## src/inc/psl_pkg.sv

```systemverilog
// constants, states and timing for the passive serial configuration loader
package psl_pkg;

    // ----------------------------------------------------------------
    // clock and timing
    // ----------------------------------------------------------------
    localparam int unsigned CLK_SYS_HZ          = 50_000_000;
    localparam int unsigned POR_DELAY_MS        = 100;
    localparam int unsigned POR_DELAY_CYC       = (CLK_SYS_HZ / 1000) * POR_DELAY_MS;
    localparam int unsigned ERR_TIMEOUT_US      = 40;
    localparam int unsigned ERR_TIMEOUT_CYC     = (CLK_SYS_HZ / 1_000_000) * ERR_TIMEOUT_US;
    localparam int unsigned OSC_HZ              = 10_000_000;
    localparam int unsigned OSC_DIV_CYC         = CLK_SYS_HZ / OSC_HZ;
    localparam int unsigned DONE_TO_USER_US     = 18;
    localparam int unsigned DONE_TO_USER_CYC    = (CLK_SYS_HZ / 1_000_000) * DONE_TO_USER_US;
    localparam int unsigned USER_INIT_CYCLES    = 299;

    // ----------------------------------------------------------------
    // bitstream framing
    // ----------------------------------------------------------------
    localparam int unsigned BITSTREAM_BITS      = 1024;
    localparam int unsigned FRAME_BITS          = 32;
    localparam int unsigned FRAME_WORDS         = BITSTREAM_BITS / FRAME_BITS;
    localparam int unsigned OPT_INIT_DONE_BIT   = 0;
    localparam int unsigned OPT_USER_CLK_BIT    = 1;
    localparam int unsigned OPT_AUTO_RESTART_BIT = 2;
    localparam logic [31:0] CHECK_SEED          = 32'h0000_0000;

    typedef enum logic [2:0] {
        PSL_POR,
        PSL_RESET,
        PSL_LOAD,
        PSL_ERROR,
        PSL_INIT,
        PSL_USER
    } psl_state_t;

endpackage : psl_pkg

```

## src/rtl/psl_frame_mem.sv

```systemverilog
// small frame store for received configuration words, registered read
`timescale 1ns/1ps
module psl_frame_mem #(
    parameter int WIDTH = 32,
    parameter int DEPTH = 32,
    parameter int AW    = $clog2(DEPTH)
) (
    input  wire logic             clk_sys_in,
    input  wire logic             wr_en_in,
    input  wire logic [AW-1:0]    wr_addr_in,
    input  wire logic [WIDTH-1:0] wr_data_in,
    input  wire logic [AW-1:0]    rd_addr_in,
    output logic      [WIDTH-1:0] rd_data_out
);
    logic [WIDTH-1:0] mem [DEPTH];

    always_ff @(posedge clk_sys_in) begin
        if (wr_en_in) begin
            mem[wr_addr_in] <= wr_data_in;
        end
        rd_data_out <= mem[rd_addr_in];
    end
endmodule : psl_frame_mem

```

## src/rtl/psl_loader.sv

```systemverilog
// passive serial configuration loader: reset, load, initialization, user mode
//
// Notes on behaviour
// power-on holds status and done low, user pins tri-stated, status released after 100 ms.
// weak pull-ups on user pins until user mode, then removed; the code keeps them off during the power-on delay.
// source runs own power-on delay holding status low, 100 ms or 2 ms; the source model holds it for 3000 ns.
// device stays in reset while config request or status line is low.
// rising config request leaves reset, releases status; then ready for data.
// cycle runs reset, serial load, initialization in order after supplies valid.
// source shifts bitstream with its own clock once status is high.
// one bit sampled from serial input on each serial clock rising edge.
// whole bitstream without error releases done line, starting initialization.
// done line drives source select; source stops while done is high.
// default initialization runs from internal 10 MHz oscillator; user clock pin free.
// user clock option needs 299 user clock cycles after done rises.
// user clock activity has no effect during serial loading.
// init-finished floats high early, driven low after first frame, released in user mode.
// without init-finished, init ends after 299 user cycles or fixed delay.
// outside system must not pull done low to postpone initialization.
// user clock must keep toggling while status low after mid-init request pulse.
// source parks serial clock low and data high after loading.
// reconfiguration request must stay low at least 2 us.
// falling request pulls status and done low, tri-states all user pins.
// load error pulls status low; auto-restart releases it after 40 us.
// source waits 64 serial clocks for done, else forces status low.
// initialization count follows selected clock, cleared on every reset entry.
`timescale 1ns/1ps
module psl_loader
    import psl_pkg::*;
#(
    parameter int unsigned POR_CYC     = POR_DELAY_CYC,
    parameter int unsigned STREAM_BITS = BITSTREAM_BITS,
    parameter int unsigned WORD_BITS   = FRAME_BITS,
    parameter int unsigned USER_PINS   = 8
) (
    input  wire logic                 clk_sys_in,
    input  wire logic                 rstn_in,
    input  wire logic                 config_req_n_in,
    input  wire logic                 status_n_in,
    input  wire logic                 load_done_in,
    input  wire logic                 serial_load_clock_in,
    input  wire logic                 serial_load_input_in,
    input  wire logic                 user_startup_clock_in,
    input  wire logic [USER_PINS-1:0] user_pin_data_in,
    input  wire logic [USER_PINS-1:0] user_pin_oe_in,
    output logic                      status_n_out,
    output logic                      status_n_oe_out,
    output logic                      load_done_out,
    output logic                      load_done_oe_out,
    output logic                      init_finished_out,
    output logic                      init_finished_oe_out,
    output logic [USER_PINS-1:0]      user_pin_out,
    output logic [USER_PINS-1:0]      user_pin_oe_out,
    output logic                      user_pullup_en_out,
    output logic                      user_mode_out,
    output logic [WORD_BITS-1:0]      frame_word_out,
    output logic                      load_error_out
);
    localparam int WORDS = STREAM_BITS / WORD_BITS;
    localparam int WAW   = $clog2(WORDS);
    localparam int BAW   = $clog2(WORD_BITS);

    // ----------------------------------------------------------------
    // pin synchronisers
    // ----------------------------------------------------------------
    logic [1:0] req_sync, st_sync, serial_load_clock_sync, data_sync, uclk_sync, done_sync;
    logic       serial_load_clock_prev, uclk_prev;

    always_ff @(posedge clk_sys_in or negedge rstn_in) begin
        if (!rstn_in) begin
            req_sync  <= 2'h0;
            st_sync   <= 2'h0;
            serial_load_clock_sync <= 2'h0;
            data_sync <= 2'h0;
            uclk_sync <= 2'h0;
            done_sync <= 2'h0;
        end else begin
            req_sync  <= {req_sync[0], config_req_n_in};
            st_sync   <= {st_sync[0], status_n_in};
            serial_load_clock_sync <= {serial_load_clock_sync[0], serial_load_clock_in};
            data_sync <= {data_sync[0], serial_load_input_in};
            uclk_sync <= {uclk_sync[0], user_startup_clock_in};
            done_sync <= {done_sync[0], load_done_in};
        end
    end

    always_ff @(posedge clk_sys_in or negedge rstn_in) begin
        if (!rstn_in) begin
            serial_load_clock_prev <= 1'b0;
            uclk_prev <= 1'b0;
        end else begin
            serial_load_clock_prev <= serial_load_clock_sync[1];
            uclk_prev <= uclk_sync[1];
        end
    end

    wire req_n    = req_sync[1];
    wire st_line  = st_sync[1];
    wire serial_load_clock_rise = serial_load_clock_sync[1] & ~serial_load_clock_prev;
    wire uclk_rise = uclk_sync[1] & ~uclk_prev;
    wire done_line = done_sync[1];

    // ----------------------------------------------------------------
    // sequencer
    // ----------------------------------------------------------------
    psl_state_t state, next_state;
    logic [31:0] tmr;
    logic        tmr_zero;
    logic [WAW-1:0] word_cnt;
    logic [BAW-1:0] bit_cnt;
    logic [WORD_BITS-1:0] shift;
    logic [31:0] check;
    logic        opt_init_done, opt_user_clk, opt_auto_restart, opt_valid;
    logic        stream_end;
    logic [8:0]  init_cnt;
    logic [2:0]  osc_div;
    logic        init_tick, init_over;

    assign tmr_zero   = (tmr == 32'h0000_0000);
    wire   word_full  = serial_load_clock_rise && (bit_cnt == BAW'(WORD_BITS - 1));
    wire [WORD_BITS-1:0] word_new = {shift[WORD_BITS-2:0], data_sync[1]};
    assign stream_end = word_full && (word_cnt == WAW'(WORDS - 1));
    // the last word is a check against the running sum of the stream
    wire   stream_ok  = (word_new == check[WORD_BITS-1:0]);

    always_comb begin
        next_state = state;
        unique case (state)
            PSL_POR: if (tmr_zero) next_state = PSL_RESET;
            PSL_RESET: if (req_n && st_line) next_state = PSL_LOAD;
            PSL_LOAD: begin
                if (stream_end) next_state = stream_ok ? PSL_INIT : PSL_ERROR;
            end
            PSL_ERROR: begin
                if (opt_auto_restart && tmr_zero) next_state = PSL_RESET;
            end
            PSL_INIT: if (init_over) next_state = PSL_USER;
            PSL_USER: next_state = PSL_USER;
        endcase
        if (state != PSL_POR && state != PSL_ERROR && (!req_n || (!st_line && state != PSL_RESET))) begin
            next_state = PSL_RESET;
        end
        if (state == PSL_ERROR && !req_n) begin
            next_state = PSL_RESET;
        end
    end

    always_ff @(posedge clk_sys_in or negedge rstn_in) begin
        if (!rstn_in) begin
            state <= PSL_POR;
        end else begin
            state <= next_state;
        end
    end

    // single down-counter serves power-on delay and error time-out
    always_ff @(posedge clk_sys_in or negedge rstn_in) begin
        if (!rstn_in) begin
            tmr <= 32'(POR_CYC);
        end else if (state == PSL_LOAD && stream_end && !stream_ok) begin
            tmr <= 32'(ERR_TIMEOUT_CYC);
        end else if (!tmr_zero) begin
            tmr <= tmr - 32'h0000_0001;
        end
    end

    // ----------------------------------------------------------------
    // serial receive
    // ----------------------------------------------------------------
    always_ff @(posedge clk_sys_in or negedge rstn_in) begin
        if (!rstn_in) begin
            bit_cnt  <= '0;
            word_cnt <= '0;
            shift    <= '0;
            check    <= CHECK_SEED;
        end else if (state != PSL_LOAD) begin
            bit_cnt  <= '0;
            word_cnt <= '0;
            check    <= CHECK_SEED;
        end else if (serial_load_clock_rise) begin
            shift   <= word_new;
            bit_cnt <= bit_cnt + BAW'(1);
            if (word_full) begin
                word_cnt <= word_cnt + WAW'(1);
                check    <= check + 32'(word_new);
            end
        end
    end

    // options arrive in the first frame
    always_ff @(posedge clk_sys_in or negedge rstn_in) begin
        if (!rstn_in) begin
            opt_init_done    <= 1'b0;
            opt_user_clk     <= 1'b0;
            opt_auto_restart <= 1'b0;
            opt_valid        <= 1'b0;
        end else if (state == PSL_RESET) begin
            opt_valid <= 1'b0;
        end else if (state == PSL_LOAD && word_full && word_cnt == '0) begin
            opt_init_done    <= word_new[OPT_INIT_DONE_BIT];
            opt_user_clk     <= word_new[OPT_USER_CLK_BIT];
            opt_auto_restart <= word_new[OPT_AUTO_RESTART_BIT];
            opt_valid        <= 1'b1;
        end
    end

    psl_frame_mem #(
        .WIDTH (WORD_BITS),
        .DEPTH (WORDS)
    ) u_frame_mem (
        .clk_sys_in  (clk_sys_in),
        .wr_en_in    (state == PSL_LOAD && word_full),
        .wr_addr_in  (word_cnt),
        .wr_data_in  (word_new),
        .rd_addr_in  (word_cnt),
        .rd_data_out (frame_word_out)
    );

    // ----------------------------------------------------------------
    // initialization clocking
    // ----------------------------------------------------------------
    always_ff @(posedge clk_sys_in or negedge rstn_in) begin
        if (!rstn_in) begin
            osc_div <= 3'h0;
        end else if (osc_div == 3'(OSC_DIV_CYC - 1)) begin
            osc_div <= 3'h0;
        end else begin
            osc_div <= osc_div + 3'h1;
        end
    end

    // user clock is looked at only in initialization, never while loading
    assign init_tick = opt_user_clk ? uclk_rise : (osc_div == 3'h0);
    assign init_over = opt_user_clk ? (init_cnt == 9'(USER_INIT_CYCLES))
                                    : (init_cnt == 9'(DONE_TO_USER_CYC / OSC_DIV_CYC));

    always_ff @(posedge clk_sys_in or negedge rstn_in) begin
        if (!rstn_in) begin
            init_cnt <= 9'h000;
        end else if (state != PSL_INIT) begin
            init_cnt <= 9'h000;
        end else if (init_tick && done_line && !init_over) begin
            init_cnt <= init_cnt + 9'h001;
        end
    end

    // ----------------------------------------------------------------
    // pins
    // ----------------------------------------------------------------
    assign status_n_out         = 1'b0;
    assign status_n_oe_out      = (state == PSL_POR) || (state == PSL_ERROR) || !req_n;
    assign load_done_out        = 1'b0;
    assign load_done_oe_out     = (state != PSL_INIT) && (state != PSL_USER);
    assign init_finished_out    = 1'b0;
    assign init_finished_oe_out = opt_valid && opt_init_done && (state != PSL_USER);
    // user mode ends as soon as a low request is seen, with status pulled low
    assign user_mode_out        = (state == PSL_USER) && req_n;
    assign user_pullup_en_out   = (state != PSL_USER) && (state != PSL_POR);
    assign load_error_out       = (state == PSL_ERROR);

    always_ff @(posedge clk_sys_in or negedge rstn_in) begin
        if (!rstn_in) begin
            user_pin_out    <= '0;
            user_pin_oe_out <= '0;
        end else if (state == PSL_USER && req_n) begin
            user_pin_out    <= user_pin_data_in;
            user_pin_oe_out <= user_pin_oe_in;
        end else begin
            user_pin_oe_out <= '0;
        end
    end

endmodule : psl_loader

```

## config.mk

```make
export PLATFORM = sky130hd
export DESIGN_NAME = psl_loader
export DESIGN_NICKNAME = d
export VERILOG_FILES = /design/src/inc/psl_pkg.sv /design/src/rtl/psl_frame_mem.sv /design/src/rtl/psl_loader.sv
export SDC_FILE = /design/constraint.sdc
export NUM_CORES = 1
export LEC_CHECK = 0
export BUFFER_PORTS_ARGS = -buffer_cell sky130_fd_sc_hd__buf_2
export CORE_MARGIN = 2
export CORE_UTILIZATION = 51
export CTS_BUF_LIST = sky130_fd_sc_hd__clkbuf_8
export CTS_CLUSTER_DIAMETER = 120
export DETAILED_ROUTE_END_ITERATION = 8
export PLACE_DENSITY = 0.76
export SETUP_SLACK_MARGIN = 0.1
export SYNTH_ARGS = -nofsm -noshare
export SYNTH_HDL_FRONTEND = slang
export SYNTH_SLANG_ARGS = --single-unit
```

## constraint.sdc

```tcl
create_clock -name clk_sys_in -period 3.9 [get_ports clk_sys_in]
set_input_delay 0.585 -clock clk_sys_in [delete_from_list [all_inputs] [get_ports clk_sys_in]]
set_output_delay 0.585 -clock clk_sys_in [all_outputs]
set_load 0.05 [all_outputs]
```

==> metrics.yaml, run 1 <==
timing:
  relSlewSlack_pct: 20.4
  fin_skew_ps: 80.8
  hold_viol: 0
  finalSetupViolations: 0
  tightest_slew_ps: 1190
  worst_hold_slack_ps: 348
  max_freq_mhz: 314
  tns_ps: 0
  slew_violations: 0
  fin_crit_sh_pct: 81.6
  worst_slack_ps: 718
  min_period_ps: 3180
  rsz0062_at_grt: "no"
drt:
  ant_nets: 0
  first_pass_iters: 5
  wl_per_cell_um: 27.9
  drt_iter0_markers: 3027
  vias_per_cell: 6.21
  postRouteWirelength_um: 114000
  vias: 25400
  drcViolationCount: 0
floorplan:
  die_x_um: 308
  start_util_pct: 51.5
  die_y_um: 308
  io-pin-count: 81
  core_area_um2: 91700
  row_count: 111
  die_area_um2: 94900
cells_and_area:
  area_growth_pct: 14.3
  final_util_pct: 58.8
  final_common_cell: "edfxtp_1"
  layout.nets: 2804
  final_cell_mix: "1024 x edfxtp_1, 256 x mux4_2, 213 x clkbuf_8, 144 x dfrtp_1, 128 x a22oi_1"
  drive_gt1_share_pct: 28.2
  fill_cells: 6397
setup_path:
  cp-start-kind: "flip-flop"
  cp.arrival_ps: 3900
  worstPathRequired_ps: 4620
  worstPathCellList: "ha_1 > nor3_1 > nand3_1 > nor3_2 > nand2_1 > o21ai_0 > nand3_1 > a21oi_1 > a31oi_1"
  crit_type: "reg2reg"
  r2r_start: "shift[29]"
  slowest_delay_ps: 1130
  r2r_setup_slack_ps: 720
  cpMaxStageDelayCell: "dfrtp_1"
  cpMostUsedCell: "nand3_1"
  critPathCaptureType: "flip-flop"
  cp_max_fo: 35
  worstSetupStartpoint: "shift[29]"
clocking:
  clk_pin_slew_ps: 70
  ctsResizeCount: 0
  cts_max_path_buffers: 3
  numCtsBuffers: 190
  cts_sinks: 1210
  cts_root_buffer: "clkbuf_8"
  clkLatencyLatePin_ps: 880
  tritoncts: "built"
  h-tree-depth: 4
  postCtsSetupBuffers: 0
power:
  power_density_nw_per_um2: 464
  power.leakage_nw: 18.2
  peakVddDrop_mv: 0.385
  power_mw: 25.0
outcome:
  outcome: "complete, no violations"
grt:
  grt_max_degree: 139
  gr-total-overflow: 0
  grt_pass1_wl_um: 169000
  grtUsageTotal_pct: 24.5
  grt_pass1_vias: 26700
  antenna_found_initial: 4
flow_run:
  maxCapViolCount: 0
synthesis:
  syn-instance-count: 2453
  synth_edf_count: 1024
  avgSynthCellArea_um2: 19.2
  synth-main-ff-cell: "edfxtp_1"
  yosysWarnings: 0
  ys_seq_elements: 1210
  synth.distinct_cells: 68
  synth_area_um2: 47200
  synthArstFlopShare_pct: 12.7
  ys_seq_area_share_pct: 74.7
placement:
  io_buffer_count: 77
  finalWeightedCongestion: 0.857
  dp.final_hpwl_um: 64600
  place_ws_ps: 782
worst_hold_path:
  holdCritPathClass: "reg2reg"
  hold_path.startpoint: "done_sync[0]"
-- cells in the mapped netlist (28+ instances only) --
master / count / share of area, %
nand4_1: 41 / 0.54
dfrtp_1: 146 / 7.7
clkbuf_1: 85 / 0.68
xor2_1: 28 / 0.52
ha_1: 43 / 1.1
nand2_1: 104 / 0.83
mux4_2: 256 / 12
dfxtp_1: 32 / 1.4
a21oi_1: 65 / 0.69
mux2_2: 41 / 0.98
a22oi_1: 128 / 2.0
nor2_1: 109 / 0.87
xnor2_1: 41 / 0.76
edfxtp_1: 1024 / 65
o21ai_0: 38 / 0.40
-- sequential cells by signal, summed over array words and instances (netlist names), 2 cells and up --
signal                   cells
u_frame_mem.mem           1024
user_pin_out                 8
shift                       31
bit_cnt                      5
u_frame_mem.rd_data_out     32
init_cnt                     9
req_sync                     2
data_sync                    2
st_sync                      2
check                       32
osc_div                      3
word_cnt                     5
user_pin_oe_out              8
tmr                         32
uclk_sync                    2
serial_load_clock_sync       2
state                        3
done_sync                    2
-- worst max-delay path, delay by kind of cell, from the launching register on --
kind	cells	cell delay, ps
compound gates	3	400
flops	1	1130
fa+ha+maj	1	450
simple gates	5	1080
-- final cells by class --
| class | instances | area, um2 | area share [%] |
|---|---|---|---|
| well taps | 1186 | 1480 | 2.75 |
| repair buffers | 221 | 1760 | 3.26 |
| inverters | 19 | 71.3 | 0.132 |
| clock buffers | 213 | 2930 | 5.44 |
| clock inverters | 140 | 830 | 1.54 |
| multi-input cells | 1094 | 11600 | 21.5 |
| diodes | 3 | 7.51 | 0.0139 |
| flip-flops and latches | 1210 | 35300 | 65.4 |
-- metal layers --
layer | GRT usage (%) | vias to the layer above | routed length (um)
li1 | - | 10600 | -
met1 | 31.1 | 13100 | 42200
met2 | 41.2 | 1426 | 57800
met3 | 5.94 | 238 | 10600
met4 | 8.89 | 0 | 3530
met5 | 0 | - | 0
-- worst paths after layout --
path                                end  cells past startpoint
setup / recovery               state[0]                      9
hold / removal             done_sync[1]                      0
setup reg to reg               state[0]                      9
hold reg to reg            done_sync[1]                      0
max in group asynchronous       tmr[18]                      3
min in group asynchronous     check[26]                      2
-- stage by stage --
step,std cells,instance area [um2]
after global routing,4086,53900
final,4086,53900
after global placement,3707,49900
after detailed placement,3707,49900
after floorplan,2455,47200
after CTS,4083,53900
-- where the power goes --
group	internal (mW)	switching [mW]
Combinational	0.153	0.454
Clock	5.34	4.99
Sequential	14.0	0.0477
Total	19.5	5.50
-- timing repair --
| item | CTS | global route |
|---|---|---|
| endpoints found under the setup margin | 0 | 0 |
| hold buffers | 23 | 0 |
| hold endpoints to repair | 103 | 0 |
-- logic make-up after synthesis --
logic type | synth area share, %
flops | 74.7
simple gates | 3.99
mux | 13.3
compound gates | 4.23
buf+inv | 1.30
xor+xnor | 1.28
fa+ha+maj | 1.18
other cells | 0.00795
Power figures use the tool's default switching activity.
==> inputs of run 2 (changes only) <==
- clock period: 3.9 -> 3.08 ns (I/O delays scaled with it)
==> run 2 against run 1 <==
- final cell count is 0.12% higher
- sequential power is 26% higher
- critical path depth is 5 lower
- final area is 0.15% higher
- via count is 0.31% lower
- power is 24% higher
- combinational power is 26% higher
- critical path type is now reg2out
- largest cell class unchanged
==> metrics.yaml, run 2 (synthesis gave the netlist of run 1 again) <==
setup_path:
  critPathCaptureType: "output port"  # was flip-flop
  cpMaxStageDelayCell: "dfrtp_1"  # unchanged
  cp_max_fo: 17  # was 35
  crit_family: "flip-flops"  # unchanged
  worstPathCellList: "nor2b_4 > and3_1 > buf_4 > buf_2"  # was ha_1 > nor3_1 > nand3_1 > nor3_2 > nand2_1 > o21ai_0 > nand3_1 > a21oi_1 > a31oi_1
  cp.arrival_ps: 2310  # was 3900 ps
  cp-start-kind: "flip-flop"  # unchanged
  crit_type: "reg2out"  # was reg2reg
  worstPathRequired_ps: 2620  # was 4620 ps
  slowest_delay_ps: 540  # was 1130 ps
  path_buf_inv: 2  # was 0
power:
  pwr-share-comb_pct: 2.5  # was 2.4%
  power.leakage_nw: 18.3  # was 18.2 nW
  p_int_mw: 24.1  # was 19.5 mW
  peakVddDrop_mv: 0.511  # was 0.385 mV
  p_sw_mw: 6.77  # was 5.50 mW
  power_density_nw_per_um2: 572  # was 464 nW/um2
  power_mw: 30.9  # was 25.0 mW
  clkPwrFrac_pct: 39.8  # was 41.3%
  power_switching_share_pct: 21.9  # was 22.0%
  seq_power_share_pct: 57.7  # was 56.2%
drt:
  wl_per_cell_um: 27.1  # was 27.9 um
  drt_iter0_markers: 2965  # was 3027
  vias_per_cell: 6.18  # was 6.21
  drcViolationCount: 0  # unchanged
  ant_nets: 0  # unchanged
  first_pass_iters: 5  # unchanged
  vias: 25300  # was 25400
  postRouteWirelength_um: 111000  # was 114000 um
floorplan:
  die_x_um: 308  # unchanged
  die_area_um2: 94900  # unchanged
  die_y_um: 308  # unchanged
  io-pin-count: 81  # unchanged
  start_util_pct: 51.5  # unchanged
  core_area_um2: 91700  # unchanged
  row_count: 111  # unchanged
clocking:
  postCtsSetupBuffers: 0  # unchanged
  clkLatencyLatePin_ps: 860  # was 880 ps
  tritoncts: "built"  # unchanged
  numCtsBuffers: 184  # was 190
  clk_pin_slew_ps: 60  # was 70 ps
  cts_max_path_buffers: 3  # unchanged
  h-tree-depth: 4  # unchanged
  cts_sinks: 1210  # unchanged
  cts_root_buffer: "clkbuf_8"  # unchanged
timing:
  slew_violations: 0  # unchanged
  finalSetupViolations: 0  # unchanged
  rsz0062_at_grt: "no"  # unchanged
  relSlewSlack_pct: 40.6  # was 20.4%
  tightest_slew_ps: 891  # was 1190 ps
  max_freq_mhz: 361
  worst_hold_slack_ps: 151  # was 348 ps
  fin_crit_sh_pct: 89.9
  tns_ps: 0  # unchanged
  fin_skew_ps: 61.2  # was 80.8 ps
  hold_viol: 0  # unchanged
  min_period_ps: 2770
  worst_slack_ps: 312  # was 718 ps
placement:
  io_buffer_count: 77  # unchanged
  place_ws_ps: 369  # was 782 ps
  finalWeightedCongestion: 0.875  # was 0.857
  place_inst: 3724  # was 3707
  dp.final_hpwl_um: 63000  # was 64600 um
cells_and_area:
  fill_cells: 6368  # was 6397
  final_common_cell: "edfxtp_1"  # unchanged
  largest_reg_flops: 1024  # unchanged
  seqCellArea_um2: 35300  # unchanged
  top_register: "u_frame_mem.mem"  # unchanged
  layout.nets: 2815  # was 2804
  multi_input_area_um2: 11600  # about the same
  final_cell_mix: "1024 x edfxtp_1, 256 x mux4_2, 202 x clkbuf_8, 144 x dfrtp_1, 128 x a22oi_1"  # was 1024 x edfxtp_1, 256 x mux4_2, 213 x clkbuf_8, 144 x dfrtp_1, 128 x a22oi_1
  drive_gt1_share_pct: 27.9  # was 28.2%
  area_growth_pct: 14.5  # was 14.3%
  layout.cells.non_filler: 4091  # was 4086
flow_run:
  maxCapViolCount: 0  # unchanged
grt:
  gr-total-overflow: 0  # unchanged
  grtUsageTotal_pct: 23.8  # was 24.5%
  grt_pass1_wl_um: 165000  # was 169000 um
  antenna_found_initial: 4  # unchanged
  grt_max_degree: 127  # was 139
  grt_pass1_vias: 26300  # was 26700
worst_hold_path:
  holdCritPathClass: "in2async"  # was reg2reg
outcome:
  outcome: "complete, no violations"  # unchanged
run 2: changes by cell type in the layout (fill, tap and decap cells not counted), moves of 2 or more:
cell / delta
inv_1: +26
clkinv_8: -4
clkinv_2: -8
clkinv_1: -12
clkbuf_8: -11
inv_12: +2
buf_12: +19
buf_4: -2
inv_6: -2
inv_8: +2
bufinv_16: -3
run 2: routing by layer:
metal / GRT usage (%) / vias up / share of wire [%] / routed length, um
met5: 0 / - / 0 / 0
met4: 8.56 / 0 / 3.0 / 3280
met3: 6.07 / 208 / 9.8 / 10900
met2: 38.7 / 1392 / 49 / 54600
met1: 31.4 / 13100 / 38 / 42100
li1: - / 10600 / - / -
run 2: area by class of cell:
cell class                      instances  share of cell area, %
Sequential cell                      1210                   65.3
Multi-Input combinational cell       1094                   21.4
Clock buffer                          202                   5.15
Timing Repair Buffer                  238                   3.93
Tap cell                             1186                   2.75
Clock inverter                        140                   1.28
Inverter                               19                  0.132
Antenna cell                            2                0.00927
run 2: power groups by stage:
| stage | Combinational (mW) | Sequential, mW | Clock [mW] |
|---|---|---|---|
| floorplan | 0.335 | 18.3 | 0 |
| global placement | 0.698 | 18.1 | 0 |
| detailed placement | 0.740 | 18.1 | 0 |
| CTS | 0.762 | 17.8 | 12.5 |
| global route | 0.829 | 17.8 | 13.2 |
| finish | 0.769 | 17.8 | 12.3 |
run 2: final timing paths:
path | startpoint | to | slack (ps) | cells after the start
worst max-delay path | state[1] | user_mode_out | 310 | 4
worst min-delay path | rstn_in | tmr[26] | 150 | 2
worst max register to register | data_sync[1] | check[28] | 340 | 11
worst min register to register | data_sync[0] | data_sync[1] | 310 | 0
max in group asynchronous | rstn_in | check[5] | 2010 | 3
min in group clk_sys_in | config_req_n_in | req_sync[0] | 250 | 2
run 2: worst reg2reg max path: stages (launching register included):
cell and delay [ps]:
dfrtp_1 380, ha_1 240, inv_1 90, fa_1 200
nor2b_1 70, o31a_1 280, o21a_1 230, a211o_1 330
a21boi_1 310, o21ai_0 190, and2_1 190, o21ai_0 160
run 2: stage by stage:
stage,util (%),cell area (um2)
floorplan,-,47200
CTS,58.9,54000
detailed placement,54.9,50300
global route,58.9,54000
finish,58.9,54000
global placement,54.9,50300
run 2: repair_timing:
| action | 4_1_cts | 5_1_grt |
|---|---|---|
| endpoints found under the hold margin | 84 | 0 |
| resized for setup | 0 | 2 |
| setup endpoints to repair | 0 | 1 |
| hold buffers | 23 | 0 |
==> inputs of run 3 (changes only) <==
- CTS_BUF_LIST: sky130_fd_sc_hd__clkbuf_8 -> sky130_fd_sc_hd__clkbuf_2
- CTS_CLUSTER_DIAMETER: 120 -> unset
==> run 3 against run 2 <==
- global-route usage is 0.63 points higher
- wire length is 2.5% higher
- clock power is 15% lower
- power is 5.6% lower
- register-to-register slack worse by 70 ps
- sequential power hardly changed
- non-clock buffer count is 37 higher
- die area stayed put
- critical path type unchanged
==> metrics.yaml, run 3 (synthesis gave the netlist of run 1 again) <==
outcome:
  outcome: "complete, no violations"  # unchanged
timing:
  hold_viol: 0  # unchanged
  tightest_slew_ps: 942  # was 891 ps
  min_period_ps: 3020  # was 2770 ps
  fin_crit_sh_pct: 98.1  # was 89.9%
  finalSetupViolations: 0  # unchanged
  rsz0062_at_grt: "yes"  # was no
  fin_skew_ps: 249  # was 61.2 ps
  relSlewSlack_pct: 37.2  # was 40.6%
  slew_violations: 0  # unchanged
  worst_slack_ps: 59.9  # was 312 ps
  max_freq_mhz: 331  # was 361 MHz
drt:
  drt_iter0_markers: 3288  # was 2965
  first_pass_iters: 6  # was 5
  postRouteWirelength_um: 114000  # was 111000 um
  vias: 26300  # was 25300
  ant_nets: 0  # unchanged
  wl_per_cell_um: 26.3  # was 27.1 um
  drcViolationCount: 0  # unchanged
  vias_per_cell: 6.10  # was 6.18
placement:
  placed_cell_area_um2: 50300  # unchanged
  finalWeightedCongestion: 0.875  # unchanged
  place_ws_ps: 369  # unchanged
  place_inst: 3724  # unchanged
  io_buffer_count: 77  # unchanged
  dp.final_hpwl_um: 63000  # unchanged
power:
  power.leakage_nw: 18.5  # was 18.3 nW
  power_mw: 29.2  # was 30.9 mW
  power_density_nw_per_um2: 544  # was 572 nW/um2
  peakVddDrop_mv: 0.505  # was 0.511 mV
cells_and_area:
  area_growth_pct: 13.8  # was 14.5%
  top_register: "u_frame_mem.mem"  # unchanged
  drive_gt1_share_pct: 33.9  # was 27.9%
  largest_reg_flops: 1024  # unchanged
  final_common_cell: "edfxtp_1"  # unchanged
  final_util_pct: 58.5  # was 58.9%
  layout.cells.non_filler: 4316  # was 4091
  layout.nets: 2973  # was 2815
  fin_area_um2: 53700  # was 54000 um2
  final_cell_mix: "1024 x edfxtp_1, 445 x clkbuf_2, 256 x mux4_2, 142 x dfrtp_1, 128 x a22oi_1"  # was 1024 x edfxtp_1, 256 x mux4_2, 202 x clkbuf_8, 144 x dfrtp_1, 128 x a22oi_1
  fill_cells: 6602  # was 6368
clocking:
  h-tree-depth: 5  # was 4
  clkLatencyLatePin_ps: 1550  # was 860 ps
  tritoncts: "built"  # unchanged
  cts_root_buffer: "clkbuf_2"  # was clkbuf_8
  clk_pin_slew_ps: 120  # was 60 ps
  cts_sinks: 1210  # unchanged
  numCtsBuffers: 305  # was 184
  cts_max_path_buffers: 4  # was 3
grt:
  grt_pass1_vias: 27700  # was 26300
  grt_max_degree: 127  # unchanged
  antenna_found_initial: 5  # was 4
  grt_pass1_wl_um: 170000  # was 165000 um
  grtUsageTotal_pct: 24.4  # was 23.8%
  gr-total-overflow: 0  # unchanged
floorplan:
  die_y_um: 308  # unchanged
  die_area_um2: 94900  # unchanged
  io-pin-count: 81  # unchanged
  die_x_um: 308  # unchanged
  core_area_um2: 91700  # unchanged
  row_count: 111  # unchanged
  start_util_pct: 51.5  # unchanged
setup_path:
  critPathCaptureType: "output port"  # unchanged
  path_buf_inv: 2  # unchanged
  cp_num_cells: 4  # unchanged
  reg2reg_depth: 9  # was 11
  crit_type: "reg2out"  # unchanged
  crit_family: "flip-flops"  # unchanged
  cp.arrival_ps: 2560  # was 2310 ps
  worstPathRequired_ps: 2620  # about the same
  cp-start-kind: "flip-flop"  # unchanged
  cpMostUsedCell: "buf_6"
  cp_max_fo: 3  # was 17
  cpMaxStageDelayCell: "dfrtp_1"  # unchanged
  worstPathCellList: "buf_6 > and2_4 > o21ai_2 > buf_6"  # was nor2b_4 > and3_1 > buf_4 > buf_2
  slowest_delay_ps: 450  # was 540 ps
worst_hold_path:
  hold_depth: 3
  holdCritPathClass: "in2reg"  # was in2async
flow_run:
  maxCapViolCount: 0  # unchanged
==> run 3: changes by cell type in the layout (fill, tap and decap cells not counted), sizes merged <==
cell / before / now
clkinv: 50 / 67
buf: 215 / 228
diode: 2 / 7
inv: 106 / 27
clkinvlp: 2 / 0
dlygate4sd3: 23 / 47
bufinv: 1 / 5
clkbuf: 202 / 445
==> run 3: metal layers <==
metal / GRT usage (%) / vias up / routed length (um)
met5: 0 / - / 0
met4: 10.0 / 0 / 3740
met3: 5.25 / 258 / 10800
met2: 39.7 / 1543 / 56300
met1: 32.4 / 13500 / 42900
li1: - / 11100 / -
==> run 3: tightest hold or removal path, delay by kind of cell <==
kind / cells / cell delay [ps]
buffers and inverters: 3 / 1160
==> run 3: final cells by class <==
class	count	area (um2)	area share [%]
flip-flops and latches	1210	35300	65.7
multi-input cells	1094	11600	21.7
repair buffers	275	2540	4.73
clock buffers	445	2230	4.15
well taps	1186	1480	2.77
clock inverters	80	439	0.818
inverters	19	71.3	0.133
diodes	7	17.5	0.0326
==> run 3: timing repair <==
action | in CTS | in global routing
buffers inserted | 12 | 0
hold endpoints to repair | 176 | 0
hold buffers | 48 | 0
pin swaps | 1 | 1
setup endpoints to repair | 6 | 6
resized for setup | 30 | 4
==> run 3: path summary, 6_finish.rpt <==
check	from	end	slack, ps
hold reg to reg	st_sync[0]	st_sync[1]	350
max in group asynchronous	rstn_in	word_cnt[0]	1670
hold / removal	serial_load_clock_in	serial_load_clock_sync[0]	210
setup reg to reg	bit_cnt[0]	u_frame_mem.mem[21][20]	270
setup / recovery	state[2]	user_pullup_en_out	60
min in group asynchronous	rstn_in	tmr[2]	640
==> run 3: report_power, final <==
part	total [mW]	internal, mW	switching, mW
Clock	10.4	4.26	6.16
Sequential	17.8	17.7	0.0663
Combinational	0.976	0.328	0.648
==> run 3: per-stage QoR <==
stage	hold slack, ps	TNS [ps]
after CTS	26.7	-9.49
after floorplan	166	-130040
after global routing	76.8	-353
final	205	0
after detailed placement	336	0
after global placement	335	0
